<file path="src/verilog/frs_pkg.sv">
// Shared constants and types for the floppy result status and reset block
package frs_pkg;

    // Step pulses a recalibrate may issue before track zero must show
    localparam logic [6:0] RECAL_STEP_LIMIT  = 7'h50;
    // Track number that marks a bad track in the sector ID
    localparam logic [7:0] BAD_TRACK_ID      = 8'hFF;

    // Completion codes in the first status byte
    localparam logic [1:0] TERM_NORMAL       = 2'h0;
    localparam logic [1:0] TERM_ABNORMAL     = 2'h1;
    localparam logic [1:0] TERM_INVALID      = 2'h2;
    localparam logic [1:0] TERM_POLLING      = 2'h3;

    // Field positions, first status byte
    localparam int TERM_CODE_LSB             = 6;
    localparam int POSITIONING_COMPLETE_BIT  = 5;
    localparam int EQUIPMENT_FAULT_BIT       = 4;
    localparam int HEAD_BIT                  = 2;
    // Field positions, second status byte
    localparam int SECTOR_BEYOND_BIT         = 7;
    localparam int CRC_FAULT_ANY_FIELD_BIT   = 5;
    localparam int SERVICE_OVERRUN_BIT       = 4;
    localparam int SECTOR_MISSING_BIT        = 2;
    localparam int WRITE_PROTECTED_ABORT_BIT = 1;
    localparam int ADDRESS_SYNC_ABSENT_BIT   = 0;
    // Field positions, third status byte
    localparam int DELETED_MARK_SEEN_BIT     = 6;
    localparam int DATA_FIELD_CRC_FAULT_BIT  = 5;
    localparam int TRACK_MISMATCH_BIT        = 4;
    localparam int BAD_TRACK_FLAG_BIT        = 1;
    localparam int DATA_SYNC_ABSENT_BIT      = 0;
    // Field positions, fourth status byte
    localparam int WP_STATE_BIT              = 6;
    localparam int FIXED_ONE_HI_BIT          = 5;
    localparam int TRACK_ZERO_STATE_BIT      = 4;
    localparam int FIXED_ONE_LO_BIT          = 3;
    localparam int HEAD_LINE_STATE_BIT       = 2;

    // Result byte indices
    localparam logic [1:0] IDX_TERMINATION   = 2'h0;
    localparam logic [1:0] IDX_TRANSFER      = 2'h1;
    localparam logic [1:0] IDX_FIELD         = 2'h2;
    localparam logic [1:0] IDX_DRIVE_PIN     = 2'h3;

    // Reset values
    localparam logic       DOR_RESET_INIT    = 1'b1;
    localparam logic       POLL_EN_INIT      = 1'b1;
    localparam logic [7:0] RESULT_DATA_INIT  = 8'h00;

    // Which status bytes a command returns
    typedef enum logic [1:0] {
        FRS_RK_THREE  = 2'h0,
        FRS_RK_TERM   = 2'h1,
        FRS_RK_DRIVE  = 2'h2
    } frs_kind_t;

    typedef enum logic [2:0] {
        FRS_IDLE   = 3'b001,
        FRS_EXEC   = 3'b010,
        FRS_RESULT = 3'b100
    } frs_state_t;

    // One-cycle events from the execution engine
    typedef struct packed {
        logic positioning_complete;
        logic past_track_zero;
        logic sector_beyond;
        logic crc_id_field;
        logic crc_data_field;
        logic service_overrun;
        logic sector_missing;
        logic address_sync_absent;
        logic data_sync_absent;
        logic mark_seen;
        logic mark_deleted;
        logic id_track_valid;
    } frs_event_t;

    // Latched status flags
    typedef struct packed {
        logic positioning_complete;
        logic equipment_fault;
        logic sector_beyond;
        logic crc_fault_any_field;
        logic service_overrun;
        logic sector_missing;
        logic write_protected_abort;
        logic address_sync_absent;
        logic deleted_mark_seen;
        logic data_field_crc_fault;
        logic track_mismatch;
        logic bad_track_flag;
        logic data_sync_absent;
    } frs_flags_t;

endpackage : frs_pkg

</file>
<file path="src/verilog/frs_result_status.sv">
// Result status bytes and reset control of the floppy controller core
// Notes on behaviour
// - First byte bits 7:6 give completion: normal, abnormal, invalid, polling abnormal.
// - First byte bit 5 set when seek, relative seek or recalibrate completes.
// - Bit 4 set if track zero absent after 80 steps, or seek passes zero.
// - First byte: bit 3 zero, bit 2 head, bits 1:0 selected drive.
// - Second byte bit 7: sector past track end, or read/write ends without count.
// - Second byte bit 5 set on CRC fault in ID or data field.
// - Second byte bit 4 set when host or DMA misses transfer service.
// - Second byte bit 2 set when sector, ID field or sector sequence is missing.
// - Second byte bit 1 set when write protect is active during a write command.
// - Second byte bit 0 set when ID mark or data mark is not found.
// - Unused bits 6,3 of second byte and 7,3,2 of third read zero.
// - Third byte bit 6 set when the data mark type opposes the read command.
// - Third byte bit 5 set on CRC fault in the data field.
// - Third byte bit 4 set when ID track differs from held track.
// - Third byte bit 1 set when ID track differs and equals FF.
// - Third byte bit 0 set when no data or deleted data mark is found.
// - Fourth byte shows live pins: protect, track zero, head, drive; bit 7 zero.
// - Fourth byte bits 5 and 3 always read one.
// - Pin, output register bit or rate register bit reset; all leave power down.
// - Any reset aborts the operation in progress and returns to idle.
// - Leaving reset clears configuration and restarts polling until configure disables it.
// - Status bytes are handed to the host through the data register in result phase.
// - Rate reset clears itself; output register reset holds, is pin-set and wins.
// - Pin reset clears all registers except output register reset bit, polling enable and reset-seen flag, which it sets.
module frs_result_status
    import frs_pkg::*;
(
    // Clock and hardware reset pin
    input  wire logic       core_clk,
    input  wire logic       rst_n,
    // Host data register read and software resets
    input  wire logic       data_rd_stb,
    input  wire logic       dor_wr_stb,
    input  wire logic       dor_reset_bit,
    input  wire logic       dsr_reset_stb,
    output logic [7:0]      result_data,
    output logic            host_request_flag,
    output logic            transfer_direction_flag,
    // Command sequencing from the core
    input  wire logic       cmd_start,
    input  wire logic       cmd_is_read_deleted,
    input  wire logic       cmd_is_rw_data,
    input  wire logic       cmd_is_write,
    input  wire logic       cmd_done,
    input  wire logic [1:0] termination_code,
    input  frs_kind_t       result_kind,
    input  frs_event_t      exec_event,
    input  wire logic [7:0] id_track,
    input  wire logic [7:0] held_track,
    input  wire logic       recal_active,
    input  wire logic       recal_step,
    input  wire logic       cur_head,
    input  wire logic [1:0] cur_unit,
    // Power and configuration control
    input  wire logic       power_down_req,
    input  wire logic       poll_disable_stb,
    output logic            core_reset,
    output logic            power_down,
    output logic            polling_enable,
    output logic            config_clear,
    // Drive cable pins, asynchronous
    input  wire logic       write_protect_pin,
    input  wire logic       track_zero_sensor,
    input  wire logic       head_choice_pin,
    input  wire logic [1:0] unit_select,
    input  wire logic       terminal_count
);

    // Pin synchronisers: first stage feeds only the second
    logic [5:0] pin_meta_ff;
    logic [5:0] pin_sync_ff;
    logic [5:0] nxt_pin_meta;
    logic [5:0] nxt_pin_sync;
    logic       wp_s;
    logic       track_zero_sensor_s;
    logic       head_s;
    logic [1:0] unit_s;
    logic       tc_s;

    always_comb
    begin
        nxt_pin_meta = {terminal_count, unit_select, head_choice_pin, track_zero_sensor, write_protect_pin};
        nxt_pin_sync = pin_meta_ff;
    end

    always_ff @(posedge core_clk or negedge rst_n)
    begin
        if (!rst_n)
        begin
            pin_meta_ff <= 6'h00;
            pin_sync_ff <= 6'h00;
        end
        else
        begin
            pin_meta_ff <= nxt_pin_meta;
            pin_sync_ff <= nxt_pin_sync;
        end
    end

    assign wp_s   = pin_sync_ff[0];
    assign track_zero_sensor_s = pin_sync_ff[1];
    assign head_s = pin_sync_ff[2];
    assign unit_s = pin_sync_ff[4:3];
    assign tc_s   = pin_sync_ff[5];

    // Reset sources; the output register bit is preset by the pin
    logic dor_rst_ff;
    logic dsr_rst_ff;
    logic pd_ff;
    logic poll_ff;
    logic rst_seen_ff;
    logic nxt_dor_rst;
    logic nxt_dsr_rst;
    logic nxt_pd;
    logic nxt_poll;
    logic nxt_rst_seen;

    always_comb
    begin
        nxt_dor_rst  = dor_wr_stb ? dor_reset_bit : dor_rst_ff;
        nxt_dsr_rst  = dsr_reset_stb;
        nxt_rst_seen = core_reset;
        // Any reset forces power up; a request during reset is dropped
        nxt_pd       = core_reset ? 1'b0 : (pd_ff | power_down_req);
        // Polling restarts on every reset, only configure turns it off
        nxt_poll     = core_reset ? POLL_EN_INIT : (poll_ff & ~poll_disable_stb);
    end

    always_ff @(posedge core_clk or negedge rst_n)
    begin
        if (!rst_n)
        begin
            dor_rst_ff  <= DOR_RESET_INIT;
            dsr_rst_ff  <= 1'b0;
            pd_ff       <= 1'b0;
            poll_ff     <= POLL_EN_INIT;
            rst_seen_ff <= 1'b1;
        end
        else
        begin
            dor_rst_ff  <= nxt_dor_rst;
            dsr_rst_ff  <= nxt_dsr_rst;
            pd_ff       <= nxt_pd;
            poll_ff     <= nxt_poll;
            rst_seen_ff <= nxt_rst_seen;
        end
    end

    // Either software bit resets the core; the held bit dominates
    assign core_reset     = dor_rst_ff | dsr_rst_ff;
    assign power_down     = pd_ff;
    assign polling_enable = poll_ff;
    // One pulse on the release so configure state is wiped
    assign config_clear   = rst_seen_ff & ~core_reset;

    // Command phase tracking and result sequencing
    frs_state_t state_ff;
    frs_state_t nxt_state;
    logic [1:0] res_idx_ff;
    logic [1:0] nxt_res_idx;
    frs_kind_t  kind_ff;
    frs_kind_t  nxt_kind;
    logic [7:0] res_data_ff;
    logic [7:0] nxt_res_data;
    logic       rd_ok;
    logic       last_byte;

    assign rd_ok     = data_rd_stb & (state_ff == FRS_RESULT);
    assign last_byte = (kind_ff != FRS_RK_THREE) | (res_idx_ff == IDX_FIELD);

    // Status flag latches
    frs_flags_t flags_ff;
    frs_flags_t nxt_flags;
    logic [1:0] term_ff;
    logic       head_ff;
    logic [1:0] unit_ff;
    logic       tc_seen_ff;
    logic [6:0] step_cnt_ff;
    logic [1:0] nxt_term;
    logic       nxt_head;
    logic [1:0] nxt_unit;
    logic       nxt_tc_seen;
    logic [6:0] nxt_step_cnt;
    logic       flag_clr;
    logic       in_exec;

    assign in_exec  = (state_ff == FRS_EXEC);
    assign flag_clr = cmd_start | core_reset;

    // Build one result byte; unused bits are fixed
    function automatic logic [7:0] status_byte(input logic [1:0] idx);
        logic [7:0] b;
        b = 8'h00;
        unique case (idx)
            IDX_TERMINATION:
            begin
                b[TERM_CODE_LSB+:2]            = term_ff;
                b[POSITIONING_COMPLETE_BIT]    = flags_ff.positioning_complete;
                b[EQUIPMENT_FAULT_BIT]         = flags_ff.equipment_fault;
                b[HEAD_BIT]                    = head_ff;
                b[1:0]                         = unit_ff;
            end
            IDX_TRANSFER:
            begin
                b[SECTOR_BEYOND_BIT]           = flags_ff.sector_beyond;
                b[CRC_FAULT_ANY_FIELD_BIT]     = flags_ff.crc_fault_any_field;
                b[SERVICE_OVERRUN_BIT]         = flags_ff.service_overrun;
                b[SECTOR_MISSING_BIT]          = flags_ff.sector_missing;
                b[WRITE_PROTECTED_ABORT_BIT]   = flags_ff.write_protected_abort;
                b[ADDRESS_SYNC_ABSENT_BIT]     = flags_ff.address_sync_absent;
            end
            IDX_FIELD:
            begin
                b[DELETED_MARK_SEEN_BIT]       = flags_ff.deleted_mark_seen;
                b[DATA_FIELD_CRC_FAULT_BIT]    = flags_ff.data_field_crc_fault;
                b[TRACK_MISMATCH_BIT]          = flags_ff.track_mismatch;
                b[BAD_TRACK_FLAG_BIT]          = flags_ff.bad_track_flag;
                b[DATA_SYNC_ABSENT_BIT]        = flags_ff.data_sync_absent;
            end
            IDX_DRIVE_PIN:
            begin
                b[WP_STATE_BIT]                = wp_s;
                b[FIXED_ONE_HI_BIT]            = 1'b1;
                b[TRACK_ZERO_STATE_BIT]        = track_zero_sensor_s;
                b[FIXED_ONE_LO_BIT]            = 1'b1;
                b[HEAD_LINE_STATE_BIT]         = head_s;
                b[1:0]                         = unit_s;
            end
        endcase
        return b;
    endfunction : status_byte

    // Flags: an event in the clearing cycle still sets its flag
    always_comb
    begin
        logic mismatch;
        mismatch     = exec_event.id_track_valid & (id_track != held_track);
        nxt_flags    = flag_clr ? '0 : flags_ff;
        nxt_step_cnt = (flag_clr | ~recal_active | track_zero_sensor_s) ? 7'h00 : step_cnt_ff;
        nxt_tc_seen  = (flag_clr ? 1'b0 : tc_seen_ff) | (in_exec & tc_s);
        if (in_exec & recal_step & recal_active & ~track_zero_sensor_s & (step_cnt_ff != RECAL_STEP_LIMIT))
            nxt_step_cnt = step_cnt_ff + 7'h01;
        nxt_flags.positioning_complete  |= exec_event.positioning_complete;
        nxt_flags.equipment_fault       |= exec_event.past_track_zero
                                        | (recal_active & ~track_zero_sensor_s & (step_cnt_ff == RECAL_STEP_LIMIT));
        nxt_flags.sector_beyond         |= exec_event.sector_beyond
                                        | (in_exec & cmd_done & cmd_is_rw_data & ~tc_seen_ff & ~tc_s);
        nxt_flags.crc_fault_any_field   |= exec_event.crc_id_field | exec_event.crc_data_field;
        nxt_flags.service_overrun       |= exec_event.service_overrun;
        nxt_flags.sector_missing        |= exec_event.sector_missing;
        nxt_flags.write_protected_abort |= in_exec & cmd_is_write & wp_s;
        nxt_flags.address_sync_absent   |= exec_event.address_sync_absent
                                        | exec_event.data_sync_absent;
        nxt_flags.deleted_mark_seen     |= exec_event.mark_seen
                                        & (exec_event.mark_deleted ^ cmd_is_read_deleted);
        nxt_flags.data_field_crc_fault  |= exec_event.crc_data_field;
        nxt_flags.track_mismatch        |= mismatch;
        nxt_flags.bad_track_flag        |= mismatch & (id_track == BAD_TRACK_ID);
        nxt_flags.data_sync_absent      |= exec_event.data_sync_absent;
        nxt_term = flag_clr ? TERM_NORMAL : term_ff;
        nxt_head = head_ff;
        nxt_unit = unit_ff;
        // Completion code and current head and drive caught at command end
        if (in_exec & cmd_done)
        begin
            nxt_term = termination_code;
            nxt_head = cur_head;
            nxt_unit = cur_unit;
        end
    end

    always_ff @(posedge core_clk or negedge rst_n)
    begin
        if (!rst_n)
        begin
            flags_ff    <= '0;
            term_ff     <= TERM_NORMAL;
            head_ff     <= 1'b0;
            unit_ff     <= 2'h0;
            tc_seen_ff  <= 1'b0;
            step_cnt_ff <= 7'h00;
        end
        else
        begin
            flags_ff    <= nxt_flags;
            term_ff     <= nxt_term;
            head_ff     <= nxt_head;
            unit_ff     <= nxt_unit;
            tc_seen_ff  <= nxt_tc_seen;
            step_cnt_ff <= nxt_step_cnt;
        end
    end

    // Phase machine; a core reset drops back to idle from anywhere
    always_comb
    begin
        nxt_state    = state_ff;
        nxt_res_idx  = res_idx_ff;
        nxt_kind     = kind_ff;
        nxt_res_data = res_data_ff;
        unique case (state_ff)
            FRS_IDLE:
            begin
                if (cmd_start)
                    nxt_state = FRS_EXEC;
            end
            FRS_EXEC:
            begin
                if (cmd_done)
                begin
                    nxt_state   = FRS_RESULT;
                    nxt_kind    = result_kind;
                    nxt_res_idx = (result_kind == FRS_RK_DRIVE) ? IDX_DRIVE_PIN : IDX_TERMINATION;
                end
            end
            FRS_RESULT:
            begin
                // Byte is refreshed every cycle so pins stay live
                nxt_res_data = status_byte(res_idx_ff);
                if (rd_ok)
                begin
                    if (last_byte)
                        nxt_state = FRS_IDLE;
                    else
                        nxt_res_idx = res_idx_ff + 2'h1;
                end
            end
            default:
                nxt_state = FRS_IDLE;
        endcase
        if (core_reset)
        begin
            nxt_state    = FRS_IDLE;
            nxt_res_data = RESULT_DATA_INIT;
        end
    end

    always_ff @(posedge core_clk or negedge rst_n)
    begin
        if (!rst_n)
        begin
            state_ff    <= FRS_IDLE;
            res_idx_ff  <= IDX_TERMINATION;
            kind_ff     <= FRS_RK_THREE;
            res_data_ff <= RESULT_DATA_INIT;
        end
        else
        begin
            state_ff    <= nxt_state;
            res_idx_ff  <= nxt_res_idx;
            kind_ff     <= nxt_kind;
            res_data_ff <= nxt_res_data;
        end
    end

    // Request and direction are only meaningful together in result phase
    assign result_data             = res_data_ff;
    assign host_request_flag       = (state_ff == FRS_RESULT) & ~core_reset;
    assign transfer_direction_flag = (state_ff == FRS_RESULT);
endmodule : frs_result_status

</file>
<file path="config.mk">
export PLATFORM = sky130hd
export DESIGN_NAME = frs_result_status
export DESIGN_NICKNAME = d
export VERILOG_FILES = /design/src/verilog/frs_pkg.sv /design/src/verilog/frs_result_status.sv
export SDC_FILE = /design/constraint.sdc
export NUM_CORES = 1
export LEC_CHECK = 0
export BUFFER_PORTS_ARGS = -buffer_cell sky130_fd_sc_hd__clkbuf_2
export CELL_PAD_IN_SITES_DETAIL_PLACEMENT = 1
export CELL_PAD_IN_SITES_GLOBAL_PLACEMENT = 2
export CORE_MARGIN = 8
export CORE_UTILIZATION = 35
export DETAILED_ROUTE_END_ITERATION = 10
export PLACE_DENSITY = 0.83
export SLEW_MARGIN = 20
export SYNTH_ARGS = -nofsm -noshare
export SYNTH_HDL_FRONTEND = slang
export SYNTH_SLANG_ARGS = --single-unit
</file>
<file path="constraint.sdc">
create_clock -name core_clk -period 4.6 [get_ports core_clk]
set_input_delay 0.92 -clock core_clk [delete_from_list [all_inputs] [get_ports core_clk]]
set_output_delay 0.92 -clock core_clk [all_outputs]
set_load 0.1 [all_outputs]
</file>
### Word level (Yosys, flattened, before mapping)

Index checks and enable logic that the tools add are counted.

| storage, ports and cells | value |
|---|---|
| bits in registers | 58 |
| bits of input ports | 56 |

| operators by class | value |
|---|---|
| add/sub/neg operators | 2 |
| eq/ne operators | 18 |
| muxes and demuxes | 27 |
| bitwise operators | 51 |
| reductions and logical operators | 9 |

Operators with widths:

| operator | number |
|---|---|
| $or 1x1->1 | 24 |
| $and 1x1->1 | 20 |
| $mux 8 | 2 |
| $pmux 2 s4 | 2 |
| $mux 3 | 5 |
| $mux 7 | 2 |
| $mux 13 | 1 |
| $mux 2 | 6 |
| $reduce_bool 2->1 | 5 |
| $pmux 3 s3 | 1 |
| $eq 8x8->1 const B | 1 |
| $ne 8x8->1 | 1 |
| $reduce_and 4->1 | 2 |
| $add 7x1->7 const B | 1 |
| $eq 7x7->1 const B | 1 |
| $ne 7x7->1 const B | 1 |
| $eq 2x2->1 const B | 3 |
| $ne 3x1->1 const B | 2 |
| $ne 3x3->1 const B | 2 |
| $not 1->1 | 6 |
| $pmux 1 s3 | 2 |
| $mux 1 | 4 |
| $ne 2x2->1 const B | 2 |
| $pmux 2 s2 | 1 |
| other kinds (10) | 10 |

### Longest topological paths before layout

Gate-level depths: netlist of run 1.

| depth | value |
|---|---|
| depth in word-level cells | 7 |
| mapped depth | 6 |
| gate-level depth less buffers | 6 |

### Worst setup path before layout of run 1

OpenSTA, ideal clock, no wires.

| timing | value |
|---|---|
| path kind | reg-to-output |
| start | reg state_ff[2] |
| end | out host_request_flag |
| arrival time | 2022 ps |
| setup slack | 1658 ps |
| cell stages (with the launch flop) | 5 |
| buffers on the path | 0 |
| cell sequence | dfrtp_1 or3b_1 inv_2 nand2_1 inv_1 |

| between the ends | value |
|---|---|
| cells in the longest elaborated chain, start to end | 2 |

Ends and longest elaborated chain:

| what | line | text |
|---|---|---|
| start: declaration | frs_result_status.sv:159 | `frs_state_t state_ff;` |
| start signal: assignment | frs_result_status.sv:351 | `state_ff <= nxt_state;` |
| $eq 3x3->1 | - |  |
| named net transfer_direction_flag | frs_result_status.sv:40 | `output logic transfer_direction_flag,` |
| $and 1x1->1 | frs_result_status.sv:360 | `assign host_request_flag = (state_ff == FRS_RESULT) & ~core_reset;` |
| end: declaration | frs_result_status.sv:39 | `output logic host_request_flag,` |

The timed path passes the listed nets, and every way through them passes these cells.

### Final worst setup path of run 1

| timing | value |
|---|---|
| start | reg state_ff[2] |
| end | out host_request_flag |

| between the ends | value |
|---|---|
| cells in the longest elaborated chain, start to end | 2 |

Ends and longest elaborated chain:

| what | line |
|---|---|
| $eq 3x3->1 | frs_result_status.sv:360 |
| $and 1x1->1 | frs_result_status.sv:360 |

No other way between the ends.

==> flow_summary.toml, run 1 <==
[outcome]
run_status = "complete, no violations"

[sta]
fin_crit_sh_pct = 68.9
rsz0062_at_grt = "false"
hold_viol_final = 0
worst-slew-pin-transition_ns = 0.943
fmax_ghz = 0.315
setup_tns_ns = 0
hold_slack_ns = 0.345
setup_viol = 0
fin_crit_ns = 3.17
fin_worst_skew_ns = 0.00829
slew_violations = 0
relSlewSlack_pct = 37.1
setup_slack_ns = 1.43

[floorplan]
ios = 70
initial_core_util_pct = 35.9
die_area_sq_mm = 0.0104
die_w_microns = 102
die_y_microns = 102
num_rows = 31
core_sq_mm = 0.00718

[clock_network]
insertion_delay_ns = 0.34
postCtsHoldBufs = 0
clk_root_buffer_cell = "clkbuf_8"
cts_setup_buffers = 0
path_clk_slew_ns = 0.07
h-tree-depth = 3
cts.repair.resized = 0
cts_buffers = 9
clockBufferDepth = 2
cts_tree = "built"
clkSinkCount = 58

[layout]
fillers = 853
final_core_util_pct = 44.9
drive_gt1_share_pct = 32.5
final_common_cell = "clkbuf_2"
final_cell_mix = "clkbuf_2, dfrtp_1, nand2_1, nor2_1"
nets = 376
num_antenna_cells = 0
syn_to_final_growth_pct = 25.1

[grt]
grt_antenna_before_repair = 0
top_usage_layer = "met2"
grtUsageMet3_pct = 4.40
grt_usage_pct = 14.7
overflow = 0
grt_max_degree = 42
grt_pass1_vias = 2247
grtUsageMet1_pct = 18.2
grtUsageMet2_pct = 22.3
grt_pass1_wl_microns = 11500

[synthesis]
yosysTopAreaCell = "dfrtp_1"
ys_async_sr_fraction_pct = 100
synth_nets = 297
post_synth.cell_area_avg_sq_um = 11.1
synth.area.top_cells = "dfrtp_1, nand2_1, dfstp_2, ha_1, xor2_1"
synth-main-ff-cell = "dfrtp_1"
ys_ff_latch = 58
ys_warn_count = 0
synth_top_area_share_pct = 52.5
synth-edff-count = 0
synth.distinct_cells = 42
netlist_area_sq_mm = 0.00257
synthCells = 233
ys_seq_area_share_pct = 56.6

[critical_path]
cp-start-kind = "register"
rrSetupSlack_ns = 2.59
r2r-end = "step_cnt_ff[2]$_DFFE_PN0P_"
r2r-start = "dsr_rst_ff$_DFF_PN0_"
critPathMaxStageDelay_ns = 0.58
cp_slowest_cell = "or3b_1"
path_cells = "or3b_1 -> inv_2 -> nand2_1 -> inv_1 -> clkbuf_2"
crit_arrival_ns = 2.25
crit_path_end_kind = "output port"
critical_path_class = "reg -> out"
reg2regPathDepth = 5
path_max_fanout = 12
critPathRequiredTime_ns = 3.68

[power_and_ir_drop]
leakage_nw = 1.62
ir_worst_vdd_mv = 0.172
power.density_mw_per_mm2 = 351
power.total_mw = 1.13

[routing]
drt-pass1-iter-count = 4
vias_per_cell = 4.95
totalWireLength_microns = 6980
vias = 2060
post-route-drc-count = 0
drt-initial-drc-count = 54
wl_per_cell_microns = 16.8
antenna_left = 0

[worst_hold_path]
whs_endpoint = "pin_sync_ff[2]$_DFF_PN0_"
hold_path_class = "reg -> reg"
hold_start = "nxt_pin_sync[2]$_DFF_PN0_"
min_path_cells = 0

[placed_design]
dp_slack_ns = 1.78
port_buffers = 69
dp_hpwl_microns = 5290
place_congestion = 0.772

[flow_run]
cap_violations = 0
[Yosys cell counts (all sizes together) (4+ instances only)]
cell / number
a21o: 5
a21oi: 11
a222oi: 5
a22o: 6
clkbuf: 4
dfrtp: 54
dfstp: 4
ha: 8
inv: 13
nand2: 32
nand3: 8
nor2: 14
nor3: 5
o21ai: 12
xor2: 11
[where the power goes]
group / switching [mW] / leakage, nW / internal [mW]
clock network: 0.212 / 0.0810 / 0.192
registers: 0.0192 / 0.725 / 0.538
logic: 0.105 / 0.814 / 0.0651
total: 0.336 / 1.62 / 0.796
[sequential cells by signal, summed over array words and instances, names as in the netlist]
signal and flops:
pin_sync_ff 6, tc_seen_ff 1, flags_ff 13, state_ff 3, rst_seen_ff 1, kind_ff 2, head_ff 1, unit_ff 2
polling_enable 1, power_down 1, dor_rst_ff 1, nxt_pin_sync 6, dsr_rst_ff 1, res_idx_ff 2, step_cnt_ff 7, result_data 8
term_ff 2
[layer usage]
metal  routed length [microns]  up-vias
met4                        91        0
met1                      3120     1005
met2                      3280       59
met5                         0        -
li1                          -      990
met3                       483        6
[kinds of logic (layout without fill, tap and decap cells)]
family                   after synthesis  count (layout)  synth area share (%)
adder cells (fa/ha/maj)                8               8                  3.89
buffers and inverters                 17             101                  2.48
AO/OA/AOI/OAI                         56              56                  16.7
AND/OR/NAND/NOR                       81              81                  15.7
flip-flops                            58              58                  56.6
XOR/XNOR                              11              11                  3.74
multiplexers                           2               2                 0.875
[stage by stage]
| stage | instance area [sq um] | std cells |
|---|---|---|
| 3_3_place_gp | 3050 | 400 |
| 6_report | 3220 | 416 |
| 5_1_grt | 3220 | 416 |
| 3_5_place_dp | 3050 | 400 |
| 2_1_floorplan | 2570 | 233 |
| 4_1_cts | 3220 | 416 |
[worst max-delay path: cells and delay by family (launching register included)]
family	cells	cell delay, ns
buffers and inverters	3	0.73
DFF	1	0.48
and+or+nand+nor	2	0.70
[final cells by class]
class	instances	area, sq um	share of cell area, %
flip-flops and latches	58	1460	45.2
multi-input cells	158	1050	32.7
repair buffers	72	368	11.4
clock buffers	9	124	3.84
well taps	99	124	3.84
inverters	13	48.8	1.51
clock inverters	7	46.3	1.44
[worst max path at each step]
stage	startpoint	to	cells after the start	slack (ns)
4_1_cts	state_ff[2]$_DFFE_PN0P_	host_request_flag	5	1.40
6_report	state_ff[2]$_DFFE_PN0P_	host_request_flag	5	1.43
5_1_grt	state_ff[2]$_DFFE_PN0P_	host_request_flag	5	1.29
3_3_place_gp	state_ff[2]$_DFFE_PN0P_	host_request_flag	5	1.83
3_5_place_dp	state_ff[2]$_DFFE_PN0P_	host_request_flag	5	1.78
2_1_floorplan	state_ff[2]$_DFFE_PN0P_	host_request_flag	4	1.66
Power figures use the tool's default switching activity.
==> run 2: changes to the inputs <==
ABC_AREA = 1   (was default)
CORE_UTILIZATION = 28   (was 35)
PLACE_DENSITY = 0.75   (was 0.83)
clock period = 2.76 ns   (was 4.6 ns; I/O delays follow)
==> run 2 against run 1 <==
- design area up 7.4%
- global-route usage down 2.6 points
- die area up 27%
- clock-buffer cell count up 6
- non-clock buffer count down 1
- sequential share of layout area down 3.1 points
- sequential cell count unchanged
- power up 89%
- hold slack worse by 0.27 ns
- sequential power up 73%
- clock power up 110%
- critical path type unchanged
==> flow_summary.toml, run 2 <==
[outcome]
run_status = "complete, no violations"

[clock_network]
insertion_delay_ns = 0.33
cts_buffers = 9
cts_setup_buffers = 0
clk_root_buffer_cell = "clkbuf_8"
cts.repair.resized = 0
path_clk_slew_ns = 0.06
clkSinkCount = 58
cts_tree = "built"
h-tree-depth = 3
postCtsHoldBufs = 0
clockBufferDepth = 2

[critical_path]
path_max_fanout = 12
rrSetupSlack_ns = 1.09
reg2regPathDepth = 7
r2r-start = "dsr_rst_ff$_DFF_PN0_"
cp-startpoint = "state_ff[1]$_DFFE_PN0P_"
cp_slowest_cell = "clkbuf_2"
critical_path.endpoint = "host_request_flag"
r2r-end = "step_cnt_ff[0]$_DFFE_PN0P_"
crit_arrival_ns = 1.94
crit_path_end_kind = "output port"
critPathRequiredTime_ns = 2.21
cp_common_cell = "inv_2"
path_cells = "inv_1 -> nand3_2 -> inv_2 -> nand2_2 -> inv_2 -> clkbuf_2"
critical_path_class = "reg -> out"
critPathMaxStageDelay_ns = 0.49
cp-start-kind = "register"

[layout]
final_area_sq_mm = 0.00346
drive_gt1_share_pct = 27.8
num_antenna_cells = 0
largest_register_ffs = 13
final_common_cell = "nand2_1"
syn_to_final_growth_pct = 26.6
final_cell_mix = "nand2_1, clkbuf_2, dfrtp_1, inv_1, nand3_1"
fillers = 1188
top_register = "flags_ff"
nets = 454
stdcell_count = 528

[routing]
wl_per_cell_microns = 13.7
drt-pass1-iter-count = 4
vias_per_cell = 4.32
totalWireLength_microns = 7240
post-route-drc-count = 0
drt-initial-drc-count = 63
vias = 2283
antenna_left = 0

[synthesis]
yosysTopAreaCell = "dfrtp_1"
synth.most_common_cell = "nand2_1"
synth.distinct_cells = 33
synthCells = 311
ys_warn_count = 0
synth.area.top_cells = "dfrtp_1, nand2_1, inv_1, nand3_1, dfstp_2"
post_synth.cell_area_avg_sq_um = 8.79
synthTopCellsByCount = "nand2_1, dfrtp_1, inv_1"
synth_top_area_share_pct = 49.5
ys_async_sr_fraction_pct = 100
ys_ff_latch = 58
netlist_area_sq_mm = 0.00273
synth-main-ff-cell = "dfrtp_1"
synth_nets = 375
synth-edff-count = 0
ys_seq_area_share_pct = 53.3

[sta]
fin_worst_skew_ns = 0.00673
fmax_ghz = 0.401
rsz0062_at_grt = "false"
setup_viol = 0
relSlewSlack_pct = 63.1
hold_viol_final = 0
fin_crit_ns = 2.49
slew_violations = 0
worst-slew-pin-transition_ns = 0.556
setup_tns_ns = 0
fin_crit_sh_pct = 90.4

[grt]
grt_pass1_vias = 2604
grt_max_degree = 26
overflow = 0
grt_pass1_wl_microns = 12200
grt_usage_pct = 12.0
grt_antenna_before_repair = 0

[power_and_ir_drop]
power.total_mw = 2.13
ir_worst_vdd_mv = 0.240
power.density_mw_per_mm2 = 617
leakage_nw = 1.84

[placed_design]
dpl_cell_area_sq_mm = 0.00324
port_buffers = 69
place_congestion = 0.764
dp_hpwl_microns = 5790
place_inst = 512

[floorplan]
die_y_microns = 115
ios = 70
die_w_microns = 115
initial_core_util_pct = 28.3
num_rows = 36
die_area_sq_mm = 0.0132
core_sq_mm = 0.00964

[flow_run]
cap_violations = 0

[worst_hold_path]
hold_path_class = "in -> async"
==> run 2: cell count changes after synthesis, moves of 5 or more <==
cell      previous run  this run
nand2_1             32        98
o21ai_0             12         7
a21oi_1             11         6
xor2_1              11         1
inv_1               12        36
nand3_1              8        22
nor2_1              14        20
a222oi_1             5         0
==> run 2: layout make-up <==
type / instances / area (sq um) / share of cell area [%]
inverters: 41 / 154 / 4.45
multi-input cells: 209 / 1110 / 32.0
clock buffers: 15 / 186 / 5.39
repair buffers: 71 / 360 / 10.4
clock inverters: 1 / 30.0 / 0.868
well taps: 133 / 166 / 4.81
flip-flops and latches: 58 / 1460 / 42.1
==> run 2: metrics by stage <==
stage,util (%),worst slack [ns],hold WS [ns]
3_3_place_gp,33.6,0.656,0.333
2_1_floorplan,-,0.108,0.256
6_report,35.9,0.266,0.0748
3_5_place_dp,33.6,0.612,0.336
5_1_grt,35.9,0.127,0.0643
4_1_cts,35.9,0.231,0.0664
==> run 2: cells by family after synthesis <==
kind of cell | after synthesis | synth area share [%]
and+or+nand+nor | 159 | 26.1
DFF | 58 | 53.3
buffers and inverters | 44 | 6.23
AOI/OAI and AO/OA | 37 | 9.02
adders and majority gates | 8 | 3.66
xor gates and xnor gates | 4 | 1.28
muxes | 1 | 0.412
==> run 2: worst min-delay path by stage <==
| stage | endpoint | slack, ns |
|---|---|---|
| after floorplan | dsr_rst_ff$_DFF_PN0_ | 0.26 |
| after global placement | pin_sync_ff[5]$_DFF_PN0_ | 0.33 |
| after detailed placement | pin_sync_ff[1]$_DFF_PN0_ | 0.34 |
| after CTS | dsr_rst_ff$_DFF_PN0_ | 0.07 |
| after global routing | power_down$_DFF_PN0_ | 0.06 |
| final | power_down$_DFF_PN0_ | 0.07 |
==> run 2: where the power goes <==
part | internal, mW | total (mW) | switching, mW
Combinational | 0.117 | 0.330 | 0.212
Sequential | 0.921 | 0.965 | 0.0432
Clock | 0.517 | 0.841 | 0.324
==> run 2: routing by layer <==
layer / global-route usage, % / up-vias / wire [microns]
li1: - / 1148 / -
met1: 13.8 / 1083 / 3160
met2: 20.4 / 40 / 3590
met3: 3.68 / 12 / 339
met4: 5.17 / 0 / 151
met5: 0 / - / 0
==> run 2: worst max-delay path: cells and delay by family, from the launching register on <==
| kind | cells | cell delay (ns) |
|---|---|---|
| flops | 1 | 0.40 |
| simple gates | 2 | 0.31 |
| buf+inv | 4 | 0.89 |
==> run 3: changes to the inputs <==
ABC_AREA = 0   (was 1)
CORE_UTILIZATION = 29   (was 28)
CTS_CLUSTER_DIAMETER = 40   (was default)
PLACE_DENSITY = 0.73   (was 0.75)
==> run 3 against run 2 <==
- sequential cell count unchanged
- utilization is 2.4 points higher
- non-clock buffer count is 5 higher
- clock-buffer cell count is 5 lower
- clock power up 4.0%
- sequential power is 3.7% lower
- maximum frequency is 3.9% higher
- hold slack better by 0.16 ns
- power down 1.9%
==> flow_summary.toml, run 3 (synthesis results as in run 1) <==
[grt]
grt_usage_pct = 12.5
grt_antenna_before_repair = 0
grt_pass1_vias = 2227
overflow = 0
grt_max_degree = 35
grt_pass1_wl_microns = 11600

[critical_path]
rrSetupSlack_ns = 0.81
cp-start-kind = "register"
path_max_fanout = 8
reg2regPathDepth = 6
r2r-end = "step_cnt_ff[0]$_DFFE_PN0P_"
crit_path_end_kind = "output port"
r2r-start = "dsr_rst_ff$_DFF_PN0_"
path_cells = "or3b_1 -> inv_2 -> nand2_1 -> inv_1 -> buf_4"
crit_arrival_ns = 1.85
critical_path_class = "reg -> out"
critPathRequiredTime_ns = 2.21
critPathMaxStageDelay_ns = 0.48
cp_slowest_cell = "dfrtp_1"

[clock_network]
cts_buffers = 9
clockBufferDepth = 2
path_clk_slew_ns = 0.07
cts_tree = "built"
insertion_delay_ns = 0.34
cts.repair.resized = 0
postCtsHoldBufs = 0
clkSinkCount = 58
clk_root_buffer_cell = "clkbuf_8"
cts_setup_buffers = 0
h-tree-depth = 3

[sta]
worst-slew-pin-transition_ns = 0.645
fin_crit_sh_pct = 87.0
fin_worst_skew_ns = 0.00655
hold_slack_ns = 0.233
fmax_ghz = 0.417
fin_crit_ns = 2.40
rsz0062_at_grt = "false"
setup_tns_ns = 0
relSlewSlack_pct = 57.0
hold_viol_final = 0
setup_slack_ns = 0.359
slew_violations = 0
setup_viol = 0

[layout]
drive_gt1_share_pct = 33.3
nets = 380
final_common_cell = "clkbuf_2"
final_core_util_pct = 38.3
syn_to_final_growth_pct = 29.2
largest_register_ffs = 13
final_cell_mix = "clkbuf_2, dfrtp_1, nand2_1, nor2_1"
num_antenna_cells = 0
top_register = "flags_ff"

[floorplan]
die_area_sq_mm = 0.0122
num_rows = 34
die_w_microns = 110
initial_core_util_pct = 29.7
die_y_microns = 110
ios = 70
core_sq_mm = 0.00868

[routing]
totalWireLength_microns = 7010
drt-initial-drc-count = 73
vias_per_cell = 4.91
post-route-drc-count = 0
antenna_left = 0
drt-pass1-iter-count = 4
vias = 2106
wl_per_cell_microns = 16.3

[power_and_ir_drop]
power.total_mw = 2.09
leakage_nw = 1.68
power.density_mw_per_mm2 = 629
ir_worst_vdd_mv = 0.253

[placed_design]
port_buffers = 69
place_congestion = 0.753
dp_slack_ns = 0.708
dp_hpwl_microns = 5420

[flow_run]
cap_violations = 0

[worst_hold_path]
hold_path_class = "in -> async"

[outcome]
run_status = "complete, no violations"
==> run 3: cell types whose count changed in the layout (fill, tap and decap cells not counted), moves of 5 or more <==
| cell | delta |
|---|---|
| nand2_1 | -66 |
| a222oi_1 | +5 |
| a21oi_1 | +5 |
| inv_1 | -24 |
| o21ai_0 | +5 |
| nand3_1 | -14 |
| buf_4 | +5 |
| xor2_1 | +10 |
| nor2_1 | -6 |
==> run 3: area by class of cell <==
| cell class | count | area, sq um |
|---|---|---|
| fill | 998 | 5350 |
| clock inverter | 6 | 80.1 |
| sequential | 58 | 1460 |
| inverter | 13 | 48.8 |
| timing repair buffer | 76 | 413 |
| tap | 108 | 135 |
| clock buffer | 10 | 138 |
| multi-input combinational | 158 | 1050 |
==> run 3: through the flow <==
stage                     area, sq um  instances
after CTS                        3330        429
after floorplan                  2570        233
after global placement           3110        413
final                            3330        429
after detailed placement         3110        413
after global routing             3330        429
==> run 3: where the power goes <==
part | internal, mW | switching (mW)
sequential | 0.897 | 0.0324
clock | 0.527 | 0.348
combinational | 0.112 | 0.176
==> run 3: metal layers <==
metal	global-route usage [%]	vias to the layer above	part of all wire, %
li1	-	1002	-
met1	14.8	1038	41
met2	20.5	56	50
met3	4.13	10	7.1
met4	4.95	0	1.7
met5	0	-	0
==> run 3: worst max-delay path by stage <==
stage | startpoint | end | slack (ns) | cells after the start
2_1_floorplan | state_ff[2]$_DFFE_PN0P_ | host_request_flag | 0.19 | 4
3_3_place_gp | state_ff[2]$_DFFE_PN0P_ | host_request_flag | 0.73 | 5
3_5_place_dp | state_ff[2]$_DFFE_PN0P_ | host_request_flag | 0.71 | 5
4_1_cts | state_ff[2]$_DFFE_PN0P_ | host_request_flag | 0.32 | 5
5_1_grt | state_ff[2]$_DFFE_PN0P_ | host_request_flag | 0.26 | 5
6_report | state_ff[2]$_DFFE_PN0P_ | host_request_flag | 0.36 | 5
==> run 3: worst max-delay path, delay by kind of cell (launching register included) <==
kind	cells	cell delay, ns
AND/OR/NAND/NOR	2	0.53
flip-flops	1	0.48
buffers and inverters	3	0.50
